File: src/sdi_params.svh
`ifndef SDI_PARAMS_SVH
`define SDI_PARAMS_SVH

`define SDI_ROW_W 13
`define SDI_COL_W 9
`define SDI_BANK_W 2
`define SDI_BANKS 4
`define SDI_DQ_W 16
`define SDI_ALL_BANKS_BIT 10
`define SDI_RD_MASK_LATENCY 2
`define SDI_MODE_RESET 13'h0000
`define SDI_LOW_LANE 0
`define SDI_HIGH_LANE 1

`endif

File: src/sdi_pkg.sv
package sdi_pkg;

    typedef enum logic [2:0] {
        SDI_CMD_NOP = 3'h0,
        SDI_CMD_MRS = 3'h1,
        SDI_CMD_ACT = 3'h2,
        SDI_CMD_RD  = 3'h3,
        SDI_CMD_WR  = 3'h4,
        SDI_CMD_PRE = 3'h5,
        SDI_CMD_REF = 3'h6,
        SDI_CMD_BST = 3'h7
    } sdi_cmd_t;

    typedef enum logic [1:0] {
        SDI_PWR_RUN     = 2'h0,
        SDI_PWR_DOWN    = 2'h1,
        SDI_PWR_SUSPEND = 2'h2,
        SDI_PWR_SREF    = 2'h3
    } sdi_pwr_t;

    // Strobes are active low; chip select high is a deselect and decodes as idle
    function automatic sdi_cmd_t sdi_decode(input logic cs_n, input logic ras_n,
                                            input logic cas_n, input logic we_n);
        sdi_cmd_t c;
        c = SDI_CMD_NOP;
        if (!cs_n) begin
            unique case ({ras_n, cas_n, we_n})
                3'h0: c = SDI_CMD_MRS;
                3'h1: c = SDI_CMD_REF;
                3'h2: c = SDI_CMD_PRE;
                3'h3: c = SDI_CMD_ACT;
                3'h4: c = SDI_CMD_WR;
                3'h5: c = SDI_CMD_RD;
                3'h6: c = SDI_CMD_BST;
                3'h7: c = SDI_CMD_NOP;
            endcase
        end
        return c;
    endfunction

endpackage

File: src/sdi_lane_if.sv
interface sdi_lane_if;
    logic mask;
    logic rd_valid;
    logic wr_req;
    logic oe_next;
    logic wr_en_next;

    modport lane (input mask, input rd_valid, input wr_req, output oe_next, output wr_en_next);
    modport ctrl (output mask, output rd_valid, output wr_req, input oe_next, input wr_en_next);
endinterface

File: src/sdi_byte_lane.sv
`include "sdi_params.svh"

module sdi_byte_lane
    import sdi_pkg::*;
(
    input wire logic clk, // System clock
    input wire logic rst_n, // Async reset, active low
    sdi_lane_if.lane lp // Mask and strobes of one byte lane
);
    logic [`SDI_RD_MASK_LATENCY-1:0] mask_pipe_reg;
    logic [`SDI_RD_MASK_LATENCY-1:0] mask_pipe_next;

    always_comb begin
        mask_pipe_next = {mask_pipe_reg[`SDI_RD_MASK_LATENCY-2:0], lp.mask};
        // Read mask acts on the output two edges after it is sampled
        lp.oe_next = lp.rd_valid & ~mask_pipe_reg[`SDI_RD_MASK_LATENCY-1];
        // Write mask acts on the very edge that sampled it
        lp.wr_en_next = lp.wr_req & ~lp.mask;
    end

    always_ff @(posedge clk or negedge rst_n) begin
        if (!rst_n) begin
            mask_pipe_reg <= '1;
        end else begin
            mask_pipe_reg <= mask_pipe_next;
        end
    end
endmodule

File: src/sdi_device.sv
`include "sdi_params.svh"

module sdi_device
    import sdi_pkg::*;
#(
    parameter int ROW_W = `SDI_ROW_W,
    parameter int COL_W = `SDI_COL_W,
    parameter int BANK_W = `SDI_BANK_W,
    parameter int BANKS = `SDI_BANKS,
    parameter int DQ_W = `SDI_DQ_W
) (
    input wire logic clk, // System clock, rising edge samples everything
    input wire logic rst_n, // Async reset, active low
    input wire logic cke, // Clock gate, high runs the device
    input wire logic cs_n, // Chip select, active low
    input wire logic ras_n, // Row strobe, active low
    input wire logic cas_n, // Column strobe, active low
    input wire logic we_n, // Write strobe, active low
    input wire logic [ROW_W-1:0] addr, // Multiplexed row and column address
    input wire logic [BANK_W-1:0] bank_select_bits, // Bank select
    input wire logic low_byte_mask, // Mask for data bits 7..0
    input wire logic high_byte_mask, // Mask for data bits 15..8
    input wire logic [DQ_W-1:0] data_pins_in, // Data pins, input level
    input wire logic [DQ_W-1:0] core_rd_data, // Read data from the array
    input wire logic core_rd_valid, // Array read data is due on the pins
    output logic [DQ_W-1:0] data_pins_out, // Data pins, driven level
    output logic [DQ_W-1:0] data_pins_oe, // Data pins, high while driven
    output sdi_cmd_t cmd_out, // Command executed at the last edge
    output logic [BANK_W-1:0] cmd_bank, // Bank of that command
    output logic [ROW_W-1:0] row_addr, // Latched row address
    output logic [COL_W-1:0] col_addr, // Latched column address
    output logic [ROW_W-1:0] mode_value, // Programmed mode register
    output logic [BANKS-1:0] bank_open, // One bit per active bank
    output logic [DQ_W-1:0] wr_data, // Write data for the array
    output logic [1:0] wr_byte_en, // Per-byte write enable for the array
    output sdi_pwr_t pwr_state // Power state
);
    localparam int BYTE_W = DQ_W / 2;

    sdi_cmd_t cmd_reg;
    sdi_cmd_t cmd_next;
    sdi_cmd_t cmd_now;
    sdi_pwr_t pwr_reg;
    sdi_pwr_t pwr_next;
    logic [BANK_W-1:0] bank_reg;
    logic [BANK_W-1:0] bank_next;
    logic [ROW_W-1:0] row_reg;
    logic [ROW_W-1:0] row_next;
    logic [COL_W-1:0] col_reg;
    logic [COL_W-1:0] col_next;
    logic [ROW_W-1:0] mode_reg;
    logic [ROW_W-1:0] mode_next;
    logic [BANKS-1:0] open_reg;
    logic [BANKS-1:0] open_next;
    logic [DQ_W-1:0] dout_reg;
    logic [DQ_W-1:0] dout_next;
    logic [DQ_W-1:0] oe_reg;
    logic [DQ_W-1:0] oe_next;
    logic [DQ_W-1:0] wdata_reg;
    logic [DQ_W-1:0] wdata_next;
    logic [1:0] wben_reg;
    logic [1:0] wben_next;
    logic running;
    logic busy;
    logic all_banks;

    sdi_lane_if lane_bus [2] ();

    assign lane_bus[`SDI_LOW_LANE].mask = low_byte_mask;
    assign lane_bus[`SDI_HIGH_LANE].mask = high_byte_mask;

    generate
        for (genvar i = 0; i < 2; i++) begin : g_lane
            assign lane_bus[i].rd_valid = core_rd_valid & running;
            assign lane_bus[i].wr_req = running && (cmd_now == SDI_CMD_WR);
            sdi_byte_lane u_lane (
                .clk(clk),
                .rst_n(rst_n),
                .lp(lane_bus[i])
            );
            assign oe_next[i*BYTE_W +: BYTE_W] = {BYTE_W{lane_bus[i].oe_next}};
            assign wben_next[i] = lane_bus[i].wr_en_next;
        end
    endgenerate

    // Deselect decodes as idle, so a burst in flight is left alone
    assign cmd_now = sdi_decode(cs_n, ras_n, cas_n, we_n);
    assign running = cke && (pwr_reg == SDI_PWR_RUN);
    // A read still on the pins or a write being taken counts as an access in flight
    assign busy = core_rd_valid || (oe_reg != '0) || (cmd_now == SDI_CMD_WR);

    // Only meaningful at a precharge; the same bit at an access would ask for
    // auto precharge, which is not modelled here
    assign all_banks = addr[`SDI_ALL_BANKS_BIT];

    always_comb begin
        pwr_next = pwr_reg;
        cmd_next = SDI_CMD_NOP;
        bank_next = bank_reg;
        row_next = row_reg;
        col_next = col_reg;
        mode_next = mode_reg;
        open_next = open_reg;
        dout_next = core_rd_valid ? core_rd_data : dout_reg;
        wdata_next = wdata_reg;
        if (pwr_reg != SDI_PWR_RUN) begin
            // Leaving a low-power state wants the clock gate back; no command in that edge
            if (cke) begin
                pwr_next = SDI_PWR_RUN;
            end
        end else if (!cke) begin
            // The state entered depends on what the device is doing
            if (cmd_now == SDI_CMD_REF) begin
                pwr_next = SDI_PWR_SREF;
            end else if (busy) begin
                pwr_next = SDI_PWR_SUSPEND;
            end else begin
                pwr_next = SDI_PWR_DOWN;
            end
        end else begin
            cmd_next = cmd_now;
            unique case (cmd_now)
                SDI_CMD_MRS: begin
                    mode_next = addr;
                end
                SDI_CMD_ACT: begin
                    bank_next = bank_select_bits;
                    row_next = addr;
                    open_next[bank_select_bits] = 1'b1;
                end
                SDI_CMD_RD, SDI_CMD_WR: begin
                    bank_next = bank_select_bits;
                    // Upper address bits are don't-care at an access
                    col_next = addr[COL_W-1:0];
                    if (cmd_now == SDI_CMD_WR) begin
                        wdata_next = data_pins_in;
                    end
                end
                SDI_CMD_PRE: begin
                    bank_next = bank_select_bits;
                    if (all_banks) begin
                        open_next = '0;
                    end else begin
                        open_next[bank_select_bits] = 1'b0;
                    end
                end
                SDI_CMD_REF: begin
                    // Refresh counting lives in the array; nothing to latch here
                end
                SDI_CMD_BST: begin
                    // Burst logic sits outside, so a stop only shows on cmd_out
                end
                SDI_CMD_NOP: begin
                end
            endcase
        end
    end

    always_ff @(posedge clk or negedge rst_n) begin
        if (!rst_n) begin
            pwr_reg <= SDI_PWR_RUN;
            cmd_reg <= SDI_CMD_NOP;
            bank_reg <= '0;
            row_reg <= '0;
            col_reg <= '0;
            mode_reg <= `SDI_MODE_RESET;
            open_reg <= '0;
            dout_reg <= '0;
            oe_reg <= '0;
            wdata_reg <= '0;
            wben_reg <= '0;
        end else begin
            pwr_reg <= pwr_next;
            cmd_reg <= cmd_next;
            bank_reg <= bank_next;
            row_reg <= row_next;
            col_reg <= col_next;
            mode_reg <= mode_next;
            open_reg <= open_next;
            dout_reg <= dout_next;
            oe_reg <= oe_next;
            wdata_reg <= wdata_next;
            wben_reg <= wben_next;
        end
    end

    assign data_pins_out = dout_reg;
    assign data_pins_oe = oe_reg;
    assign cmd_out = cmd_reg;
    assign cmd_bank = bank_reg;
    assign row_addr = row_reg;
    assign col_addr = col_reg;
    assign mode_value = mode_reg;
    assign bank_open = open_reg;
    assign wr_data = wdata_reg;
    assign wr_byte_en = wben_reg;
    assign pwr_state = pwr_reg;
endmodule

File: config.mk
export PLATFORM = sky130hd
export DESIGN_NAME = sdi_device
export DESIGN_NICKNAME = d
export VERILOG_FILES = /design/src/sdi_pkg.sv /design/src/sdi_lane_if.sv /design/src/sdi_byte_lane.sv /design/src/sdi_device.sv
export VERILOG_INCLUDE_DIRS = /design/src
export SDC_FILE = /design/constraint.sdc
export NUM_CORES = 1
export LEC_CHECK = 0
export ABC_CLOCK_PERIOD_IN_PS = 1800
export BUFFER_PORTS_ARGS = -buffer_cell sky130_fd_sc_hd__buf_2
export CELL_PAD_IN_SITES_DETAIL_PLACEMENT = 0
export CELL_PAD_IN_SITES_GLOBAL_PLACEMENT = 2
export CORE_UTILIZATION = 27
export DETAILED_ROUTE_END_ITERATION = 6
export PLACE_DENSITY_LB_ADDON = 0.1
export SLEW_MARGIN = 5
export SYNTH_ARGS = -nofsm -noshare
export SYNTH_HDL_FRONTEND = slang
export SYNTH_HIERARCHICAL = 1
export SYNTH_SLANG_ARGS = --single-unit
File: constraint.sdc
create_clock -name clk -period 1.8 [get_ports clk]
set_input_delay 0.09 -clock clk [delete_from_list [all_inputs] [get_ports clk]]
set_output_delay 0.09 -clock clk [all_outputs]
set_load 0.02 [all_outputs]
==> impl_summary.md, run 1 <==
Worst hold path
The number of instances on the worst hold path is 2. The worst hold path class is primary input to register. The destination of the worst hold path is mode_value[3]. In this run the most critical hold path is launched from addr[3].

Floorplan
The die covers 0.0136 mm². The floorplan has 41 rows. 153 I/O pins were placed. Measured along the y axis, the die boundary spans 117 µm. The initial cell density of the core is 27.9%. The core region area is 0.0127 mm².

The die extent in x is 117 µm.

Yosys
The number of warning messages in the yosys log is 6. Each instance of the synthesized netlist takes up on average 15.0 µm². The count of state elements after synthesis is 86. The register area share after synthesis is 60.9%.

Synthesis handed over a netlist of 236 instances. The net count after synthesis is 296. The post-synthesis cell type count is 34. The combined area of all synthesized cells is 0.00354 mm².

Place
Summed over all nets, the half-perimeter wirelength after detailed placement is 5.76 mm. At the end of routability-driven placement, the weighted congestion stood at 0.719. The setup slack at placement is -35.9 ps. The number of buffers added on ports is 152.

Timing
At the pin with the least slew margin, the transition time is 464 ps. The final cycle utilization of the critical path is 96.0%. The maximum operating frequency is 0.579 GHz.

The number of setup violations in the final report is 0. The final count of pins violating max slew is 0. The count of endpoints failing hold in the final timing report is 0.

The worst setup slack after layout is 72.4 ps. For the final database, setup skew stands at 5.62 ps. The worst slack on hold paths is 19.0 ps. The worst pin sits at a relative slew slack of 69.1%.

The shortest clock period the worst path allows after layout is 1730 ps.

Critical path
The number of cells on the worst reg-to-reg path is 6. The worst setup path is captured at a register. In this run the critical register-to-register path is launched from pwr_state[0]. The worst register-to-register path ends at mode_value[11].

The count of buffering cells on the critical path with inverters included is 1. On the critical path, the stage with the largest delay is an instance of sky130_fd_sc_hd__dfrtp_2. Data arrives at the worst endpoint at 1950 ps.

At the worst endpoint, the required time is 2020 ps. Broken down by cell family, the worst path's largest delay share belongs to simple AND/OR/NAND/NOR gates. The worst setup path is of the register to register kind. The maximum fanout along the worst path is 13.

Walking the worst path, the cells encountered are nor2_4 -> ha_4 -> nor2b_4 -> and3_4 -> buf_12 -> mux2_2. The register-to-register setup slack is 70 ps. The stage delay of the slowest cell on the critical path is 440 ps. The type of origin of the critical path is a register. The origin of the worst setup path is pwr_state[0].

Pwr
The worst-case IR drop observed on VDD is 583 µV. The total power density per cell area is 1480 mW/mm². Summed over all cells, the static leakage comes to 2.68 nW.

Finish
The count of inserted antenna diode cells is 0. The sequential cell area is 0.00216 mm². Counting the fill cells in the layout gives 1280.

The final-stage net count is 491. The layout-stage area growth over the synthesis result is 48.7%. The area of the multi-input gates is 0.00123 mm². In the final layout, the share of cells above drive strength 1 is 59.6%.

Global route
The number of antenna violations at the first check in global routing was 0. The total congestion overflow is 0. The via count of the first global-routing pass is 2639.

The global-route total usage across every layer is 13.2%. Entering global routing, the biggest net connects 39 pins. The first global-routing pass estimated 13.2 mm of wire.

Drt
The overall via count from detail_route is 2505. Dividing the detail-routed via count by the number of cells gives 4.12. The amount of wire on met3 after detailed routing is 454 µm. The first detailed-routing pass ran for 4 iterations. The routed wire length per instance is 13.5 µm. After the first detailed-routing iteration, the DRC count stood at 61.

The detail route stage leaves a number of antenna-violating nets equal to 0. In the detailed route, the total length drawn on met2 is 4.10 mm. For this run, design rule violations remaining after detail routing come to 0. The highest signal layer in the routed design is met4. Summed over all layers, the routed wires come to 8.18 mm. In the final routing, the length of wire on met1 measures 3.49 mm.

CTS
The buffer levels on the longest clock path is 2. The clock slew at the register clock pins of the worst setup and hold paths is 60 ps. Clock tree synthesis found a total of 86 sinks. The clock network latency to the later pin of the worst-skew pair is 330 ps. In this run, CTS created clock tree buffers numbering 9. The H-tree generated during clock tree synthesis spans 3 levels. The tree is rooted in a sky130_fd_sc_hd__clkbuf_16.

The TritonCTS clock tree is built.

Run
The total of max-cap violations is 0.

Run status
The flow ran to the end, and the final reports show no timing, DRC or antenna violations.
## synth_stat cells (all sizes together)
cell type | number | area (µm²)
o21ai | 5 | 25.0
a21oi | 6 | 33.8
buf | 22 | 165
nor2b | 5 | 61.3
ha | 3 | 37.5
xnor2 | 1 | 8.76
nor2 | 6 | 22.5
inv | 7 | 26.3
dfstp | 4 | 105
o22ai | 2 | 12.5
o21ba | 1 | 10.0
and2 | 1 | 6.26
nor3 | 3 | 15.0
nor4b | 3 | 41.3
or3 | 2 | 12.5
and3 | 1 | 6.26
nand3b | 1 | 7.51
nand3 | 2 | 15.0
mux2i | 1 | 10.0
mux2 | 69 | 811
dfrtp | 82 | 2050
nand2 | 4 | 22.5
nor3b | 1 | 7.51
o31ai | 4 | 30.0
## worst reg2reg max path, cell delays in order (launching register included)
cell                      delay, ps
sky130_fd_sc_hd__dfrtp_2        440
sky130_fd_sc_hd__nor2_4         150
sky130_fd_sc_hd__ha_4           170
sky130_fd_sc_hd__nor2b_4        170
sky130_fd_sc_hd__and3_4         210
sky130_fd_sc_hd__buf_12         140
sky130_fd_sc_hd__mux2_2         340
## metrics by stage
stage	instance area [µm²]	total power, mW	std cells	setup TNS, ps	utilization (%)
2_1_floorplan	3570	4.75	236	0	-
3_3_place_gp	4500	5.74	546	0	35.4
3_5_place_dp	4500	5.77	546	-353	35.4
4_1_cts	5250	7.88	605	0	41.2
5_1_grt	5270	8.27	608	-5.56	41.4
6_report	5270	7.78	608	0	41.4
## cells in the final DEF (no fill, tap or decap), types with 3 or more instances in the layout
cell type | Yosys | routed
sky130_fd_sc_hd__a21oi_1 | 5 | 5
sky130_fd_sc_hd__buf_12 | 0 | 4
sky130_fd_sc_hd__o31ai_1 | 4 | 4
sky130_fd_sc_hd__mux2_4 | 9 | 9
sky130_fd_sc_hd__dlygate4sd3_1 | 0 | 43
sky130_fd_sc_hd__mux2_2 | 55 | 55
sky130_fd_sc_hd__inv_1 | 7 | 7
sky130_fd_sc_hd__buf_4 | 15 | 8
sky130_fd_sc_hd__nor3_1 | 3 | 3
sky130_fd_sc_hd__dfstp_2 | 4 | 4
sky130_fd_sc_hd__nand2_1 | 3 | 3
sky130_fd_sc_hd__clkbuf_16 | 0 | 9
sky130_fd_sc_hd__mux2_1 | 5 | 5
sky130_fd_sc_hd__buf_2 | 3 | 151
sky130_fd_sc_hd__o21ai_0 | 5 | 5
sky130_fd_sc_hd__dfrtp_1 | 82 | 80
sky130_fd_sc_hd__nor2b_4 | 4 | 5
sky130_fd_sc_hd__nor2_1 | 6 | 5
## worst max path at each step
stage,depth (start not counted),endpoint
CTS,6,mode_value[2]
detailed placement,6,wr_data[9]
finish,6,mode_value[11]
global route,6,mode_value[6]
floorplan,7,mode_value[11]
global placement,6,wr_data[13]
## layout make-up
type                    count  area share, %
repair buffers            206           25.2
clock buffers              12           4.67
clock inverters             4           1.33
well taps                 172           4.08
multi-input cells         121           23.3
inverters                   7          0.498
flip-flops and latches     86           41.0
## logic make-up after synthesis
| logic type | count (synthesis) | share of synthesized area, % |
|---|---|---|
| buffers and inverters | 29 | 5.40 |
| XOR/XNOR | 1 | 0.247 |
| multiplexers | 70 | 23.2 |
| AO/OA/AOI/OAI | 18 | 3.14 |
| adder cells (fa/ha/maj) | 3 | 1.06 |
| AND/OR/NAND/NOR | 29 | 6.14 |
| flip-flops | 86 | 60.9 |
## layer usage
layer	global-route usage [%]	up-vias
met4	7.68	0
li1	-	1198
met2	21.3	75
met3	3.53	9
met5	0	-
met1	15.8	1223
## repair_timing
item                                    4_1_cts  5_1_grt
hold buffers                                 43        0
buffers inserted                              0        3
gates resized for setup                       0        1
endpoints found under the setup margin        0       13
endpoints found under the hold margin        79        0
## where the power goes
part	switching (mW)	internal [mW]	leakage [nW]
sequential	0.344	2.62	1.07
clock	0.727	1.25	0.157
combinational	1.58	1.25	1.45
Note: power is estimated with default switching activity, not from simulation.
==> run 2, diff against run 1 <==
- RECOVER_POWER: default -> 100
==> run 2 against run 1 <==
Non-clock buffer count is the same. Highest routed layer unchanged. Largest power group unchanged. Fmax grew 1.6%. Largest cell class unchanged. Core utilization shrank 1.5 points. Critical path type unchanged. Via count grew 0.12%.
==> impl_summary.md, run 2 (synthesis gave the netlist of run 1 again) <==
Critical path
The number of cells on the worst reg-to-reg path is 6. Counting buffers and inverters, the worst setup path is 6 cells deep. The critical-path cell with the highest stage delay is sky130_fd_sc_hd__dfrtp_2. The start-to-end type of the worst setup path is register to register. At the worst endpoint, the arrival time is 1920 ps. The largest single stage delay on the critical path is 440 ps. The worst setup path is captured at a register. STA classifies the critical path startpoint as a register. The kind of cell adding the most delay to the critical path is simple AND/OR/NAND/NOR gates. The maximum fanout along the worst path is 13.

Counting both buffers and inverters, the worst setup path holds a total of 1. The endpoint required time on the critical path is 2020 ps. The critical path goes through nor2_4 -> ha_4 -> nor2b_4 -> and3_4 -> buf_12 -> mux2_2.

Global route
For this run the aggregate overflow at the end of global routing stands at 0. Entering global routing, the biggest net connects 39 pins. The via count of the first global-routing pass is 2639. The global-route total usage across every layer is 13.2%. The number of antenna violations at the first check in global routing was 0.

The first global-routing pass estimated 13.2 mm of wire.

Run
The total of max-cap violations is 0.

Pwr
The proportion of total power due to net switching is 35.4%. The worst-case vdd ir drop is 560 µV. The relative contribution of combinational cells to total power is 34.0%.

The clock network burns 26.3% of the power. The portion of total power attributed to sequential cells is 39.7%. The internal portion of the total power is 4.85 mW. The analysis attributes to net switching a power of 2.66 mW.

The static power due to leakage is 2.34 nW. Dividing total power by cell area gives a power density of 1480 mW/mm².

Worst hold path
The worst hold path passes through 2 cells. The worst hold path class is primary input to register.

CTS
Counting every sink on the clock net gives 86. TritonCTS created 9 clock buffers. Clock-pin slew was measured on the worst setup and hold paths at 60 ps. The TritonCTS clock tree is built.

The clock network latency to the later pin of the worst-skew pair is 330 ps. The buffer levels on the longest clock path is 2. The maximum level of the CTS H-tree is 3. CTS placed an instance of sky130_fd_sc_hd__clkbuf_16 at the clock tree root.

Timing
The final count of pins violating max slew is 0. The count of endpoints failing hold in the final timing report is 0. Headroom to the max-slew limit came out at 40.4%. Setup repair after global routing left no endpoint under its margin. At the pin with the least slew margin, the transition time is 894 ps. Hold is met by 20.3 ps.

The worst path uses 94.5% of the clock period. Setup violations remaining at the end of the flow were counted as 0. The shortest clock period the worst path allows after layout is 1700 ps. For this run, the top clock speed supported by timing is 0.588 GHz. The final setup skew is 5.70 ps.

Floorplan
Once the floorplan was initialized, standard cells occupied 27.9% of the core. The die is 117 µm wide. The die covers 0.0136 mm². 153 I/O pins were placed. The number of placement rows is 41.

The vertical extent of the die is 117 µm. The core region area is 0.0127 mm².

Drt
The routed design has 8.20 mm of wire. The first detailed-routing pass ran for 4 iterations. The routed wire length per instance is 13.5 µm. For this run, design rule violations remaining after detail routing come to 0. The number of DRC violations after detailed-routing iteration 0 is 68. Using the TritonRoute via totals, the vias-per-cell ratio works out to 4.13. The count of nets left with antenna violations once routing finished came out at 0. The overall via count from detail_route is 2508.

Finish
Cells with a size suffix above 1 make up 38.1% of the layout. The area of the multi-input gates is 0.00118 mm². For this run, the post-layout net count is 491. In the layout the commonest cells are 84 x sky130_fd_sc_hd__clkbuf_1, 81 x sky130_fd_sc_hd__dfrtp_1, 71 x sky130_fd_sc_hd__buf_2. The repair_antennas step left the layout with diodes totalling 0. Registers take 0.00216 mm². The most common cell after layout, fill and taps aside is sky130_fd_sc_hd__clkbuf_1.

The final instance area is 0.00509 mm². The number of fill cells in the layout is 1316. The layout-stage area growth over the synthesis result is 43.5%.

Place
The weighted congestion reported at the end of routability-driven placement is 0.719. Input and output buffers added on the ports amount to 152. The cell area after placement is 0.00450 mm². After legalization and detailed placement, the total HPWL measured 5.76 mm.

Run status
The flow ran to the end, and the final reports show no timing, DRC or antenna violations.
## run 2: metrics by stage
stage / std cells / power, mW / worst slack, ps / setup TNS [ps] / util [%]
floorplan: 236 / 4.75 / 13.6 / 0 / -
global placement: 546 / 5.74 / 15.5 / 0 / 35.4
detailed placement: 546 / 5.77 / -35.9 / -353 / 35.4
CTS: 605 / 7.88 / 26.3 / 0 / 41.2
global route: 608 / 8.00 / 2.70 / 0 / 40.0
finish: 608 / 7.51 / 99.6 / 0 / 40.0
## run 2: area by class of cell
| cell class | count | share of cell area [%] |
|---|---|---|
| clock buffers | 12 | 4.85 |
| well taps | 172 | 4.23 |
| repair buffers | 206 | 23.4 |
| clock inverters | 4 | 1.38 |
| flip-flops and latches | 86 | 42.4 |
| inverters | 7 | 0.517 |
| multi-input cells | 121 | 23.2 |
## run 2: metal layers
metal  vias to the layer above  track usage, %  share of wire [%]
met5                         -               0                  0
met4                         0            7.68                1.9
met3                        10            3.53                5.2
met2                        74            21.3                 50
met1                      1224            15.8                 43
li1                       1200               -                  -
## run 2: path summary, 6_finish.rpt
path	startpoint	end	slack [ps]
min in group asynchronous	rst_n	wr_data[12]	410
max in group asynchronous	rst_n	data_pins_out[5]	460
setup / recovery	pwr_state[0]	mode_value[11]	100
hold / removal	addr[3]	mode_value[3]	20
setup reg to reg	pwr_state[0]	mode_value[11]	100
hold reg to reg	g_lane[0].u_lane/mask_pipe_reg[0]	g_lane[0].u_lane/mask_pipe_reg[1]	350
## run 2: what timing repair did
action,CTS,global route
buffers inserted,0,3
endpoints found under the setup margin,0,13
hold buffers,43,0
resized for setup,0,1
endpoints found under the hold margin,79,0
## run 2: power by group through the flow
stage	Combinational (mW)	Clock, mW	Sequential [mW]
2_1_floorplan	0.903	0	3.85
4_1_cts	2.84	2.06	2.98
6_report	2.55	1.98	2.98
3_5_place_dp	2.77	0	3.00
3_3_place_gp	2.76	0	2.98
5_1_grt	2.79	2.14	3.08
## run 2: worst register-to-register path: stages (launching register included)
cell and delay [ps]:
sky130_fd_sc_hd__dfrtp_2 440, sky130_fd_sc_hd__nor2_4 150, sky130_fd_sc_hd__ha_4 160, sky130_fd_sc_hd__nor2b_4 160, sky130_fd_sc_hd__and3_4 200, sky130_fd_sc_hd__buf_12 140
sky130_fd_sc_hd__mux2_2 340
